[src/srcr_pkg.sv]
// Constants shared by the sensor readout control register bank
package srcr_pkg;

  typedef enum logic [1:0] {CLS_IMM, CLS_STBY, CLS_FRAME} srcr_class_e;

  localparam int NUM_REGS = 36;

  // Byte register indices
  localparam int IX_STBY = 0, IX_HOLD = 1, IX_MSTOP = 2, IX_ROLE = 3;
  localparam int IX_WAIT1L = 4, IX_WAIT1H = 5, IX_WAIT2L = 6, IX_WAIT2H = 7;
  localparam int IX_WIN = 8, IX_HBIN = 9, IX_VBIN = 10, IX_ADDM = 11;
  localparam int IX_VMAX0 = 12, IX_VMAX1 = 13, IX_VMAX2 = 14;
  localparam int IX_HMAXL = 15, IX_HMAXH = 16, IX_INV = 17;
  localparam int IX_ADC = 18, IX_OWID = 19, IX_RATE = 20;
  localparam int IX_HSTL = 21, IX_HSTH = 22, IX_HWDL = 23, IX_HWDH = 24;
  localparam int IX_VSTL = 25, IX_VSTH = 26, IX_VHTL = 27, IX_VHTH = 28;
  localparam int IX_STORAGE_TIME = 29, IX_SHR1 = 30, IX_SHR2 = 31;
  localparam int IX_GAINL = 32, IX_GAINH = 33, IX_SYFN = 34, IX_SYDRV = 35;

  localparam logic [15:0] REG_ADDR [NUM_REGS] = '{
    16'h3000, 16'h3001, 16'h3002, 16'h3003, 16'h3008, 16'h3009, 16'h300a, 16'h300b,
    16'h301c, 16'h3020, 16'h3021, 16'h3022, 16'h3024, 16'h3025, 16'h3026,
    16'h3028, 16'h3029, 16'h3030, 16'h3031, 16'h3032, 16'h3033,
    16'h3040, 16'h3041, 16'h3042, 16'h3043, 16'h3044, 16'h3045, 16'h3046, 16'h3047,
    16'h3050, 16'h3051, 16'h3052, 16'h3090, 16'h3091, 16'h30c0, 16'h30c1};

  localparam logic [7:0] REG_RST [NUM_REGS] = '{
    8'h01, 8'h00, 8'h01, 8'h00, 8'hff, 8'h00, 8'hb6, 8'ha0,
    8'h00, 8'h00, 8'h00, 8'h00, 8'hca, 8'h08, 8'h00,
    8'h26, 8'h02, 8'h00, 8'h01, 8'h01, 8'h04,
    8'h00, 8'h00, 8'h18, 8'h0f, 8'h00, 8'h00, 8'h20, 8'h11,
    8'h66, 8'h00, 8'h00, 8'h00, 8'h00, 8'h2a, 8'h0f};

  // Writable bits; all other bits keep their fixed reset value
  localparam logic [7:0] REG_MASK [NUM_REGS] = '{
    8'h01, 8'h01, 8'h01, 8'h01, 8'hff, 8'h03, 8'hff, 8'h03,
    8'h0f, 8'h01, 8'h01, 8'h03, 8'hff, 8'hff, 8'h0f,
    8'hff, 8'hff, 8'h03, 8'h03, 8'h01, 8'h0f,
    8'hff, 8'h1f, 8'hff, 8'h1f, 8'hff, 8'h1f, 8'hff, 8'h1f,
    8'hff, 8'hff, 8'h0f, 8'hff, 8'h01, 8'h0f, 8'h0f};

  localparam srcr_class_e REG_CLASS [NUM_REGS] = '{
    CLS_IMM, CLS_IMM, CLS_IMM, CLS_STBY, CLS_STBY, CLS_STBY, CLS_STBY, CLS_STBY,
    CLS_FRAME, CLS_STBY, CLS_STBY, CLS_STBY, CLS_FRAME, CLS_FRAME, CLS_FRAME,
    CLS_FRAME, CLS_FRAME, CLS_FRAME, CLS_STBY, CLS_STBY, CLS_STBY,
    CLS_FRAME, CLS_FRAME, CLS_FRAME, CLS_FRAME, CLS_FRAME, CLS_FRAME, CLS_FRAME,
    CLS_FRAME, CLS_FRAME, CLS_FRAME, CLS_FRAME, CLS_FRAME, CLS_FRAME, CLS_IMM,
    CLS_STBY};

  // Field codes
  localparam logic [3:0] WIN_CROP = 4'h4;
  localparam logic [1:0] ADD_2X2 = 2'h1;
  localparam logic [1:0] ADC_12 = 2'h1;
  localparam logic [1:0] SYNC_FN_OUT = 2'h2;
  localparam logic [1:0] SYNC_DRV_OUT = 2'h0;
  localparam logic [8:0] GAIN_MAX = 9'h0f0;
  localparam logic [12:0] CROP_HW_STEP = 13'h0018;

  // Serial lane rate table
  localparam int NUM_RATES = 7;
  localparam logic [3:0] RATE_CODE [NUM_RATES] = '{
    4'h0, 4'h2, 4'h4, 4'h5, 4'h7, 4'h8, 4'h9};
  localparam logic [11:0] RATE_MBPS [NUM_RATES] = '{
    12'h948, 12'h81f, 12'h6f6, 12'h37b, 12'h252, 12'h5cd, 12'h2d0};

endpackage

[src/srcr_byte_reg.sv]
// One control byte: written shadow copy and applied copy
`timescale 1ns/1ps
`default_nettype none
module srcr_byte_reg #(
  parameter logic [7:0] RST = 8'h00,
  parameter logic [7:0] MASK = 8'hff,
  parameter srcr_pkg::srcr_class_e CLS = srcr_pkg::CLS_IMM
) (
  // Clock and reset
  input wire logic clk,
  input wire logic rstN,
  // Write side
  input wire logic wrEn,
  input wire logic [7:0] wrData,
  // Apply events
  input wire logic stbyRelease,
  input wire logic frameApply,
  // Values
  output logic [7:0] shadow,
  output logic [7:0] active
);
  logic [7:0] shadow_next;
  logic [7:0] active_next;
  logic load;

  // Fixed bits never change, whatever is written
  assign shadow_next = wrEn ? ((wrData & MASK) | (RST & ~MASK)) : shadow;
  assign load = (CLS == srcr_pkg::CLS_IMM) ||
                ((CLS == srcr_pkg::CLS_STBY) && stbyRelease) ||
                ((CLS == srcr_pkg::CLS_FRAME) && frameApply);
  assign active_next = load ? shadow_next : active;

  always_ff @(posedge clk or negedge rstN) begin
    if (!rstN) begin
      shadow <= RST;
      active <= RST;
    end else begin
      shadow <= shadow_next;
      active <= active_next;
    end
  end
endmodule
`default_nettype wire

[src/srcr_sync_pin.sv]
// Sync pin driver with function and drive selection
`timescale 1ns/1ps
`default_nettype none
module srcr_sync_pin (
  // Clock and reset
  input wire logic clk,
  input wire logic rstN,
  // Settings
  input wire logic master,
  input wire logic [1:0] pinFunction,
  input wire logic [1:0] pinDrive,
  // Timing generator level
  input wire logic genLevel,
  // Pin
  input wire logic pinIn,
  output logic pinOut,
  output logic pinOe,
  output logic pinSample
);
  logic pinOut_next;
  logic pinOe_next;

  assign pinOut_next = master && (pinFunction == srcr_pkg::SYNC_FN_OUT) && genLevel;
  assign pinOe_next = (pinDrive == srcr_pkg::SYNC_DRV_OUT);

  always_ff @(posedge clk or negedge rstN) begin
    if (!rstN) begin
      pinOut <= 1'b0;
      pinOe <= 1'b0;
      pinSample <= 1'b0;
    end else begin
      pinOut <= pinOut_next;
      pinOe <= pinOe_next;
      pinSample <= pinIn;
    end
  end
endmodule
`default_nettype wire

[src/srcr_regs.sv]
// Control register bank of the sensor readout: registers, apply timing, decoded controls
`timescale 1ns/1ps
`default_nettype none
module srcr_regs (
  // Clock and reset
  input wire logic core_clk,
  input wire logic reset_n,
  // Byte register port
  input wire logic regWrEn,
  input wire logic regRdEn,
  input wire logic [15:0] regAddr,
  input wire logic [7:0] regWrData,
  output logic [7:0] regRdData,
  output logic regRdValid,
  // Timing generator
  input wire logic frameReflect,
  input wire logic vsyncGen,
  input wire logic hsyncGen,
  // Sync pins
  input wire logic vsyncPinIn,
  output logic vsyncPinOut,
  output logic vsyncPinOe,
  output logic vsyncSample,
  input wire logic hsyncPinIn,
  output logic hsyncPinOut,
  output logic hsyncPinOe,
  output logic hsyncSample,
  // Operating state
  output logic standbyOn,
  output logic timingRun,
  output logic slaveMode,
  output logic [9:0] firstWaitTime,
  output logic [9:0] secondWaitTime,
  // Readout mode
  output logic cropEnable,
  output logic horizontalBinEnable,
  output logic verticalBinEnable,
  output logic binCombine2x2,
  output logic horizontalMirror,
  output logic verticalFlip,
  output logic cropParamError,
  // Frame geometry
  output logic [19:0] frameLineCount,
  output logic [15:0] lineClockCount,
  output logic [12:0] cropHorizontalStart,
  output logic [12:0] cropHorizontalWidth,
  output logic [12:0] cropVerticalStart,
  output logic [12:0] cropVerticalHeight,
  // Conversion and output
  output logic converter12Bit,
  output logic outputWord12Bit,
  output logic [3:0] serialRateSelect,
  output logic [11:0] laneRateMbps,
  output logic [19:0] storageTime,
  output logic [8:0] gainCode
);
  localparam int N = srcr_pkg::NUM_REGS;

  logic rstMetaN_reg;
  logic rstN_reg;
  logic [7:0] shByte [N];
  logic [7:0] actByte [N];
  logic [N-1:0] addrHit;
  logic stbyNow;
  logic stbyPrev_reg;
  logic stbyRelease;
  logic holdOn;
  logic frameApply;
  logic master;
  logic [7:0] rdMux;
  logic [11:0] rateMbps;
  logic rateKnown;
  logic [3:0] winMode;
  logic [1:0] bin_combine_mode;
  logic [1:0] adcDepth;
  logic [8:0] gainRaw;
  logic [12:0] hWidth;
  logic cropErr;

  logic standbyOn_next;
  logic timingRun_next;
  logic cropEnable_next;
  logic hBin_next;
  logic vBin_next;
  logic bin2x2_next;
  logic conv12_next;
  logic out12_next;
  logic [11:0] laneRate_next;
  logic [8:0] gain_next;
  logic cropErr_next;
  logic [7:0] rdData_next;

  // Reset release through two flops
  always_ff @(posedge core_clk or negedge reset_n) begin
    if (!reset_n) begin
      rstMetaN_reg <= 1'b0;
      rstN_reg <= 1'b0;
    end else begin
      rstMetaN_reg <= 1'b1;
      rstN_reg <= rstMetaN_reg;
    end
  end

  // Apply events
  assign stbyNow = shByte[srcr_pkg::IX_STBY][0];
  assign stbyRelease = stbyPrev_reg && !stbyNow;
  assign holdOn = actByte[srcr_pkg::IX_HOLD][0];
  assign frameApply = frameReflect && !holdOn;

  // Byte registers
  genvar gi;
  for (gi = 0; gi < N; gi++) begin : g_byte
    assign addrHit[gi] = (regAddr == srcr_pkg::REG_ADDR[gi]);
    srcr_byte_reg #(
      .RST(srcr_pkg::REG_RST[gi]),
      .MASK(srcr_pkg::REG_MASK[gi]),
      .CLS(srcr_pkg::REG_CLASS[gi])
    ) u_byte (
      .clk(core_clk),
      .rstN(rstN_reg),
      .wrEn(regWrEn && addrHit[gi]),
      .wrData(regWrData),
      .stbyRelease(stbyRelease),
      .frameApply(frameApply),
      .shadow(shByte[gi]),
      .active(actByte[gi])
    );
  end

  // Read back the written value; unmapped addresses read zero
  always_comb begin
    rdMux = 8'h00;
    for (int i = 0; i < N; i++) begin
      if (addrHit[i]) begin
        rdMux = shByte[i];
      end
    end
  end
  assign rdData_next = regRdEn ? rdMux : regRdData;

  // Field assembly, low address holds low bits
  assign firstWaitTime = {actByte[srcr_pkg::IX_WAIT1H][1:0], actByte[srcr_pkg::IX_WAIT1L]};
  assign secondWaitTime = {actByte[srcr_pkg::IX_WAIT2H][1:0], actByte[srcr_pkg::IX_WAIT2L]};
  assign frameLineCount = {actByte[srcr_pkg::IX_VMAX2][3:0], actByte[srcr_pkg::IX_VMAX1],
                           actByte[srcr_pkg::IX_VMAX0]};
  assign lineClockCount = {actByte[srcr_pkg::IX_HMAXH], actByte[srcr_pkg::IX_HMAXL]};
  assign cropHorizontalStart = {actByte[srcr_pkg::IX_HSTH][4:0], actByte[srcr_pkg::IX_HSTL]};
  assign hWidth = {actByte[srcr_pkg::IX_HWDH][4:0], actByte[srcr_pkg::IX_HWDL]};
  assign cropHorizontalWidth = hWidth;
  assign cropVerticalStart = {actByte[srcr_pkg::IX_VSTH][4:0], actByte[srcr_pkg::IX_VSTL]};
  assign cropVerticalHeight = {actByte[srcr_pkg::IX_VHTH][4:0], actByte[srcr_pkg::IX_VHTL]};
  assign storageTime = {actByte[srcr_pkg::IX_SHR2][3:0], actByte[srcr_pkg::IX_SHR1],
                        actByte[srcr_pkg::IX_STORAGE_TIME]};
  assign gainRaw = {actByte[srcr_pkg::IX_GAINH][0], actByte[srcr_pkg::IX_GAINL]};
  assign horizontalMirror = actByte[srcr_pkg::IX_INV][0];
  assign verticalFlip = actByte[srcr_pkg::IX_INV][1];
  assign serialRateSelect = actByte[srcr_pkg::IX_RATE][3:0];
  assign winMode = actByte[srcr_pkg::IX_WIN][3:0];
  assign bin_combine_mode = actByte[srcr_pkg::IX_ADDM][1:0];
  assign adcDepth = actByte[srcr_pkg::IX_ADC][1:0];
  assign master = !actByte[srcr_pkg::IX_ROLE][0];

  // Lane rate lookup; unlisted codes report zero
  always_comb begin
    rateMbps = 12'h000;
    rateKnown = 1'b0;
    for (int i = 0; i < srcr_pkg::NUM_RATES; i++) begin
      if (serialRateSelect == srcr_pkg::RATE_CODE[i]) begin
        rateMbps = srcr_pkg::RATE_MBPS[i];
        rateKnown = 1'b1;
      end
    end
  end

  // Crop values the timing cannot honour
  assign cropErr = cropHorizontalStart[0] ||
                   ((hWidth % srcr_pkg::CROP_HW_STEP) != 13'h0000) ||
                   (cropVerticalStart[1:0] != 2'h0) ||
                   (cropVerticalHeight[1:0] != 2'h0);

  // Decoded controls
  assign standbyOn_next = actByte[srcr_pkg::IX_STBY][0];
  assign timingRun_next = master && !actByte[srcr_pkg::IX_MSTOP][0] && !standbyOn_next;
  assign cropEnable_next = (winMode == srcr_pkg::WIN_CROP);
  assign hBin_next = actByte[srcr_pkg::IX_HBIN][0];
  assign vBin_next = actByte[srcr_pkg::IX_VBIN][0];
  assign bin2x2_next = (bin_combine_mode == srcr_pkg::ADD_2X2);
  assign conv12_next = (adcDepth == srcr_pkg::ADC_12);
  assign out12_next = actByte[srcr_pkg::IX_OWID][0];
  assign laneRate_next = rateKnown ? rateMbps : 12'h000;
  assign gain_next = (gainRaw > srcr_pkg::GAIN_MAX) ? srcr_pkg::GAIN_MAX : gainRaw;
  assign cropErr_next = cropEnable_next && cropErr;

  always_ff @(posedge core_clk or negedge rstN_reg) begin
    if (!rstN_reg) begin
      stbyPrev_reg <= 1'b1;
      regRdData <= 8'h00;
      regRdValid <= 1'b0;
    end else begin
      stbyPrev_reg <= stbyNow;
      regRdData <= rdData_next;
      regRdValid <= regRdEn;
    end
  end

  always_ff @(posedge core_clk or negedge rstN_reg) begin
    if (!rstN_reg) begin
      standbyOn <= 1'b1;
      timingRun <= 1'b0;
      slaveMode <= 1'b0;
      cropEnable <= 1'b0;
      horizontalBinEnable <= 1'b0;
      verticalBinEnable <= 1'b0;
      binCombine2x2 <= 1'b0;
      converter12Bit <= 1'b1;
      outputWord12Bit <= 1'b1;
      laneRateMbps <= 12'h000;
      gainCode <= 9'h000;
      cropParamError <= 1'b0;
    end else begin
      standbyOn <= standbyOn_next;
      timingRun <= timingRun_next;
      slaveMode <= !master;
      cropEnable <= cropEnable_next;
      horizontalBinEnable <= hBin_next;
      verticalBinEnable <= vBin_next;
      binCombine2x2 <= bin2x2_next;
      converter12Bit <= conv12_next;
      outputWord12Bit <= out12_next;
      laneRateMbps <= laneRate_next;
      gainCode <= gain_next;
      cropParamError <= cropErr_next;
    end
  end

  // Sync pins
  srcr_sync_pin u_vsync (
    .clk(core_clk),
    .rstN(rstN_reg),
    .master(master),
    .pinFunction(actByte[srcr_pkg::IX_SYFN][1:0]),
    .pinDrive(actByte[srcr_pkg::IX_SYDRV][1:0]),
    .genLevel(vsyncGen),
    .pinIn(vsyncPinIn),
    .pinOut(vsyncPinOut),
    .pinOe(vsyncPinOe),
    .pinSample(vsyncSample)
  );

  srcr_sync_pin u_hsync (
    .clk(core_clk),
    .rstN(rstN_reg),
    .master(master),
    .pinFunction(actByte[srcr_pkg::IX_SYFN][3:2]),
    .pinDrive(actByte[srcr_pkg::IX_SYDRV][3:2]),
    .genLevel(hsyncGen),
    .pinIn(hsyncPinIn),
    .pinOut(hsyncPinOut),
    .pinOe(hsyncPinOe),
    .pinSample(hsyncSample)
  );

endmodule
`default_nettype wire

[config.mk]
export PLATFORM = sky130hd
export DESIGN_NAME = srcr_regs
export DESIGN_NICKNAME = d
export VERILOG_FILES = /design/src/srcr_pkg.sv /design/src/srcr_byte_reg.sv /design/src/srcr_sync_pin.sv /design/src/srcr_regs.sv
export SDC_FILE = /design/constraint.sdc
export NUM_CORES = 1
export LEC_CHECK = 0
export ABC_CLOCK_PERIOD_IN_PS = 18100
export BUFFER_PORTS_ARGS = -buffer_cell sky130_fd_sc_hd__buf_2
export CAP_MARGIN = 10
export CORE_UTILIZATION = 55
export CTS_BUF_LIST = sky130_fd_sc_hd__clkbuf_4 sky130_fd_sc_hd__clkbuf_8
export DETAILED_ROUTE_END_ITERATION = 8
export PLACE_DENSITY = 0.79
export SLEW_MARGIN = 10
export SYNTH_ARGS = -nofsm -noshare
export SYNTH_HDL_FRONTEND = slang
export SYNTH_SLANG_ARGS = --single-unit
[constraint.sdc]
create_clock -name core_clk -period 18.1 [get_ports core_clk]
set_input_delay 3.62 -clock core_clk [delete_from_list [all_inputs] [get_ports core_clk]]
set_output_delay 3.62 -clock core_clk [all_outputs]
set_load 0.05 [all_outputs]
After elaboration in Yosys (flattened, before gate mapping). Index checks and enable logic that the tools add are counted.

Register bits: 470. Output and inout port bits: 180. Logic and storage cells: 281.

Eq/ne operators: 47. Reduce and logical (&&, ||, !) cells: 58. Mux-type cells: 84. Div/mod/pow operators: 1. Magnitude comparators: 1.

Operators with widths (count): equality test 16 x 14 -> 1 bit (second input constant) (36); two-way mux 8 bit (67); two-way mux 12 bit (8); logical AND 1 bit (45); equality test 4 x 3 -> 1 bit (second input constant) (4); remainder unit 13 x 5 -> 13 bit (second input constant) (1); nonzero test 13 bit (1); > comparator 9 x 8 -> 1 bit (second input constant) (1); two-way mux 9 bit (1); equality test 4 bit (second input constant) (2); two-way mux 1 bit (8); equality test 2 x 1 -> 1 bit (second input constant) (2); equality test 2 bit (second input constant) (2); equality test 4 x 2 -> 1 bit (second input constant) (1); logical NOT 1 bit (4); logical NOT 2 bit (2); logical NOT 4 bit (1); nonzero test 2 bit (2); logical OR 1 bit (3).

Logic depth before layout (Yosys ltp).
Depth in word-level cells: 37. Mapped depth: 13. Mapped depth without buffers: 9.

By module. Synthesis repeated with hierarchy kept, for this count alone.

Cells, all modules: 1883. Area, all modules: 26220.1 um2.

Modules (own cells, without submodules): srcr_regs (area each 5377.7 um2, instances 1, seq. area each 1081.0 um2, cells an instance 719); srcr_byte_reg (g_byte[21].u_byte ...) (area each 656.9 um2, instances 4, seq. area each 400.4 um2, cells an instance 34); srcr_byte_reg (g_byte[10].u_byte ...) (area each 571.8 um2, instances 4, seq. area each 400.4 um2, cells an instance 33); srcr_byte_reg (g_byte[13].u_byte ...) (area each 659.4 um2, instances 3, seq. area each 402.9 um2, cells an instance 34); srcr_byte_reg (g_byte[14].u_byte ...) (area each 616.8 um2, instances 3, seq. area each 400.4 um2, cells an instance 34); srcr_byte_reg (g_byte[11].u_byte ...) (area each 570.5 um2, instances 3, seq. area each 400.4 um2, cells an instance 33); srcr_byte_reg (g_byte[12].u_byte ...) (area each 666.9 um2, instances 2, seq. area each 410.4 um2, cells an instance 34); srcr_byte_reg (g_byte[22].u_byte ...) (area each 626.9 um2, instances 2, seq. area each 400.4 um2, cells an instance 34); srcr_byte_reg (g_byte[4].u_byte) (area each 676.9 um2, instances 1, seq. area each 420.4 um2, cells an instance 34); srcr_byte_reg (g_byte[6].u_byte) (area each 669.4 um2, instances 1, seq. area each 412.9 um2, cells an instance 34); srcr_byte_reg (g_byte[15].u_byte) (area each 664.4 um2, instances 1, seq. area each 407.9 um2, cells an instance 34); srcr_byte_reg (g_byte[23].u_byte) (area each 661.9 um2, instances 1, seq. area each 405.4 um2, cells an instance 34); srcr_byte_reg (g_byte[24].u_byte) (area each 636.9 um2, instances 1, seq. area each 410.4 um2, cells an instance 34); srcr_byte_reg (g_byte[28].u_byte) (area each 631.9 um2, instances 1, seq. area each 405.4 um2, cells an instance 34); +9 rows.

Worst setup path after synthesis. No wires, ideal clock.

Path type: input to register. Start: in regAddr[9]. End: reg regRdData[0]. Stages: 9. Data arrival time: 5.761 ns. Required time: 17.973 ns. Library setup time: 0.127 ns. Slack: 12.213 ns. Path buffers: 2. Path through: or4_4 > or3_1 > buf_2 > buf_6 > nor4_4 > a21oi_1 > a2111o_1 > a31oi_1 > o21ai_1.

Word-level cells in the longest chain between the ends: 37. Elaborated cells on any way between the ends: 72. Classes of those cells: 36 x eq/ne; 36 x mux.

Ends and longest elaborated chain: from (decl) (line srcr_regs.sv:11) `input wire logic [15:0] regAddr,`; equality test 16 x 14 -> 1 bit (line srcr_regs.sv:113) `assign addrHit[gi] = (regAddr == srcr_pkg::REG_ADDR[gi]);`; two-way mux 1 bit (line srcr_regs.sv:134) `if (addrHit[i]) begin`; two-way mux 8 bit (34 in series) (line srcr_regs.sv:134); two-way mux 8 bit (*) (line srcr_regs.sv:134); to (signal assigned) (line srcr_regs.sv:201) `regRdData <= rdData_next;`; to (decl) (line srcr_regs.sv:13) `output logic [7:0] regRdData,`.

Every way passes the cells marked *; elsewhere a longest branch is shown, timed or not. A chain may end at the register's enable or synchronous reset.

Worst setup path after layout. Same ends and word-level chain as after synthesis.

==> results.cfg <==
[timing]
worst_pin_slew_ps = 1050
maxSlewViolCount = 0
fmax_mhz = 154
report.final.hold_viol_count = 0
grt_setup_unrepaired = no
final.hold.worst_slack_ps = 349
timing.max_slew.rel_slack = 0.298
fin_crit_sh = 0.359
final_setup_violation_count = 0
fin_skew_ps = 21.7
fin_tns_setup_ps = 0
post-route-min-period_ps = 6500

[outcome]
outcome = completed

[synth]
synth_edf_count = 0
synth_top_flop_cell = sky130_fd_sc_hd__dfrtp_1
syn-mean-instance-area_um2 = 12.6
synth_cell_type_count = 72
ys_seq_area_frac = 0.550
number_of_warnings_issued_by_yosys = 0
synth_area_mm2 = 0.0172
ys_async_sr_fraction = 1.00
postSynthNetCount = 1396
number_of_register_bits_inferred_by_synthesis = 373
syn_inst = 1363

[floorplan]
core_area_mm2 = 0.0307
width_of_the_die_um = 179
die_y_um = 179
rows = 64
die_area_mm2 = 0.0320
pin_count = 213
floorplan.initialDensity = 0.560

[power_and_ir_drop]
vdd_ir_drop_max_mv = 0.0741
leakagePower_nw = 9.40
power.density_mw_per_mm2 = 90.0

[final_layout]
num_antenna_cells = 0
regMostFlops = g_byte.u_byte.shadow
number_of_flip_flops_under_the_largest_register_name = 166
drive_gt1_frac = 0.517
layout.nets = 1478
layout_top_registers = g_byte.u_byte.shadow x166, g_byte.u_byte.active x159, laneRateMbps x12
fillerInstances = 2405
areaGrowthSynthToFinish_pct = 10.3
fin_cells = 1891

[global_routing]
global_route_wire_length_before_repair_mm = 69.1
grt_usage = 0.290
grt_remaining_overflow = 0
pin_count_of_the_biggest_net_entering_global_routing = 171
grt_antenna_before_repair = 0
grt_pass1_vias = 11500

[route]
drt_iter0_markers = 1005
num_vias = 11400
ant_nets = 0
count_of_tritonroute_iterations_in_the_first_routing_pass = 6
routedWlPerCell_um = 24.0
detail_route.drc_violations = 0
via_per_inst = 6.01
routed_wl_mm = 45.3

[placement]
finalWeightedCongestion = 1.01
placement.io_buffers = 212
dp_hpwl_mm = 32.1
numPlacedInstances = 1781

[cts]
ctsLongestPathBuffers = 3
cts_tree = built
clk-insertion-delay-late_ps = 600
cts_root_cell = sky130_fd_sc_hd__clkbuf_8
cts-buffers-inserted = 58
path_clk_slew_ps = 70
post-cts-setup-buffers = 0
htreeDepth = 2
clock_sinks = 373
cts_hold_buf = 0
cts_repair_resize_count = 0

[worst_setup_path]
crit_arrival_ps = 6990
criticalPathCategory = in2reg
critical_path.startpoint_type = primary input
largest_fanout_of_any_net_on_the_critical_path = 15
worstPathRequired_ps = 18580
reg2reg_path_depth = 9
setup.worst_path.end_class = flop

[hold_path]
hold_path.class = reg2async

[job]
drv.max_cap_violation_count = 0
## power by group
| group | leakage (nW) | total (mW) | internal [mW] | switching (mW) |
|---|---|---|---|---|
| registers | 4.81 | 0.841 | 0.837 | 0.00374 |
| clock network | 0.720 | 0.800 | 0.466 | 0.334 |
| logic | 3.87 | 0.0640 | 0.0143 | 0.0496 |
| total | 9.40 | 1.70 | 1.32 | 0.387 |
## synth_stat cells, types with 4 or more instances
| cell | instances | area [um2] |
|---|---|---|
| sky130_fd_sc_hd__mux2_2 | 326 | 3670 |
| sky130_fd_sc_hd__dfrtp_1 | 282 | 7060 |
| sky130_fd_sc_hd__buf_4 | 133 | 998 |
| sky130_fd_sc_hd__dfstp_2 | 91 | 2390 |
| sky130_fd_sc_hd__nor2_1 | 62 | 233 |
| sky130_fd_sc_hd__clkbuf_1 | 56 | 210 |
| sky130_fd_sc_hd__nand2_1 | 55 | 206 |
| sky130_fd_sc_hd__a21oi_1 | 38 | 190 |
| sky130_fd_sc_hd__o21ai_0 | 35 | 175 |
| sky130_fd_sc_hd__nand4_1 | 27 | 169 |
| sky130_fd_sc_hd__nand3_1 | 24 | 120 |
| sky130_fd_sc_hd__nor3_1 | 24 | 120 |
| sky130_fd_sc_hd__nor2b_1 | 17 | 106 |
| sky130_fd_sc_hd__a22oi_1 | 13 | 97.6 |
| sky130_fd_sc_hd__a221oi_1 | 11 | 96.3 |
| sky130_fd_sc_hd__mux2i_1 | 11 | 110 |
| sky130_fd_sc_hd__and2_1 | 10 | 62.6 |
| sky130_fd_sc_hd__inv_1 | 8 | 30.0 |
| sky130_fd_sc_hd__or2_2 | 8 | 50.1 |
| sky130_fd_sc_hd__a31oi_1 | 7 | 43.8 |
| sky130_fd_sc_hd__a22o_1 | 6 | 52.6 |
| sky130_fd_sc_hd__nand2b_1 | 6 | 37.5 |
| sky130_fd_sc_hd__o21a_1 | 6 | 45.0 |
| sky130_fd_sc_hd__buf_1 | 5 | 18.8 |
| sky130_fd_sc_hd__buf_2 | 5 | 25.0 |
| sky130_fd_sc_hd__nor4bb_1 | 5 | 50.1 |
| sky130_fd_sc_hd__o211ai_1 | 5 | 37.5 |
| sky130_fd_sc_hd__or3_1 | 5 | 31.3 |
| sky130_fd_sc_hd__a2111oi_0 | 4 | 35.0 |
| sky130_fd_sc_hd__a211oi_1 | 4 | 30.0 |
| sky130_fd_sc_hd__a222oi_1 | 4 | 40.0 |
| sky130_fd_sc_hd__nor4_1 | 4 | 25.0 |
| sky130_fd_sc_hd__o31ai_1 | 4 | 30.0 |
| sky130_fd_sc_hd__or4_1 | 4 | 30.0 |
| sky130_fd_sc_hd__xnor2_1 | 4 | 35.0 |
## worst max-delay path, cell delays in order
cell	delay, ps
sky130_fd_sc_hd__buf_2	120
sky130_fd_sc_hd__or4_4	570
sky130_fd_sc_hd__nor3_2	810
sky130_fd_sc_hd__nand2_1	330
sky130_fd_sc_hd__nor2_1	620
sky130_fd_sc_hd__a2111oi_0	210
sky130_fd_sc_hd__a2111o_1	480
sky130_fd_sc_hd__a31oi_1	160
sky130_fd_sc_hd__o21ai_1	70
## per-layer routing
layer	vias to the layer above	track usage	wire, um
met2	500	0.453	20900
met4	2	0.0946	1450
li1	4955	-	-
met5	-	0.0176	74
met1	5811	0.399	19400
met3	90	0.0647	3520
## area by class of cell
class                      count  area [um2]  area share
clock buffer                  92        1160      0.0612
clock inverter                18         204      0.0108
timing repair buffer         222        1150      0.0606
tap                          396         495      0.0261
sequential                   373        9450       0.499
multi-input combinational    782        6460       0.341
inverter                       8        30.0     0.00158
## logic make-up (layout without fill, tap and decap cells)
group                     Yosys count  after routing  synth area share
DFF                               373            373             0.550
muxes                             338            338             0.221
and+or+nand+nor                   277            277            0.0882
buffers and inverters             208            340            0.0753
AOI/OAI and AO/OA                 159            159            0.0622
xor gates and xnor gates            6              6           0.00306
other                               2              2          0.000437
## stage by stage
stage	utilization	instance area (um2)	power, mW	setup slack (ps)
after detailed placement	0.574	17600	0.919	11100
after floorplan	-	17200	0.897	7090
after global placement	0.574	17600	0.919	11120
after global routing	0.618	19000	1.77	11420
after CTS	0.618	19000	1.72	11740
final	0.618	19000	1.70	11600
## placed cells by master (no fill, tap or decap), types with 7 or more instances in the layout
cell type                  count
sky130_fd_sc_hd__nor2b_1      17
sky130_fd_sc_hd__a22oi_1      13
sky130_fd_sc_hd__buf_2       212
sky130_fd_sc_hd__a221oi_1     11
sky130_fd_sc_hd__inv_1         8
sky130_fd_sc_hd__nor3_1       24
sky130_fd_sc_hd__and2_1       10
sky130_fd_sc_hd__nand4_1      27
sky130_fd_sc_hd__dfrtp_1     281
sky130_fd_sc_hd__nand2_1      55
sky130_fd_sc_hd__mux2i_1      11
sky130_fd_sc_hd__nor2_1       62
sky130_fd_sc_hd__dfstp_2      91
sky130_fd_sc_hd__a31oi_1       7
sky130_fd_sc_hd__clkbuf_8     75
sky130_fd_sc_hd__clkbuf_4     17
sky130_fd_sc_hd__a21oi_1      38
sky130_fd_sc_hd__or2_2         8
sky130_fd_sc_hd__o21ai_0      35
sky130_fd_sc_hd__buf_4         9
sky130_fd_sc_hd__nand3_1      24
sky130_fd_sc_hd__mux2_2      326
sky130_fd_sc_hd__clkinv_2     10
## worst paths after layout
| kind | startpoint | to | slack, ps |
|---|---|---|---|
| setup reg to reg | g_byte[24].u_byte.active[1] | cropParamError | 15530 |
| min in group core_clk | rstMetaN_reg | rstN_reg | 360 |
| max in group asynchronous | reset_n | rstN_reg | 15190 |
| hold / removal | rstN_reg | g_byte[13].u_byte.active[6] | 350 |
| hold reg to reg | rstN_reg | g_byte[13].u_byte.active[6] | 350 |
| setup / recovery | regAddr[9] | regRdData[0] | 11600 |
No activity file was read; power rests on OpenSTA's default activity.
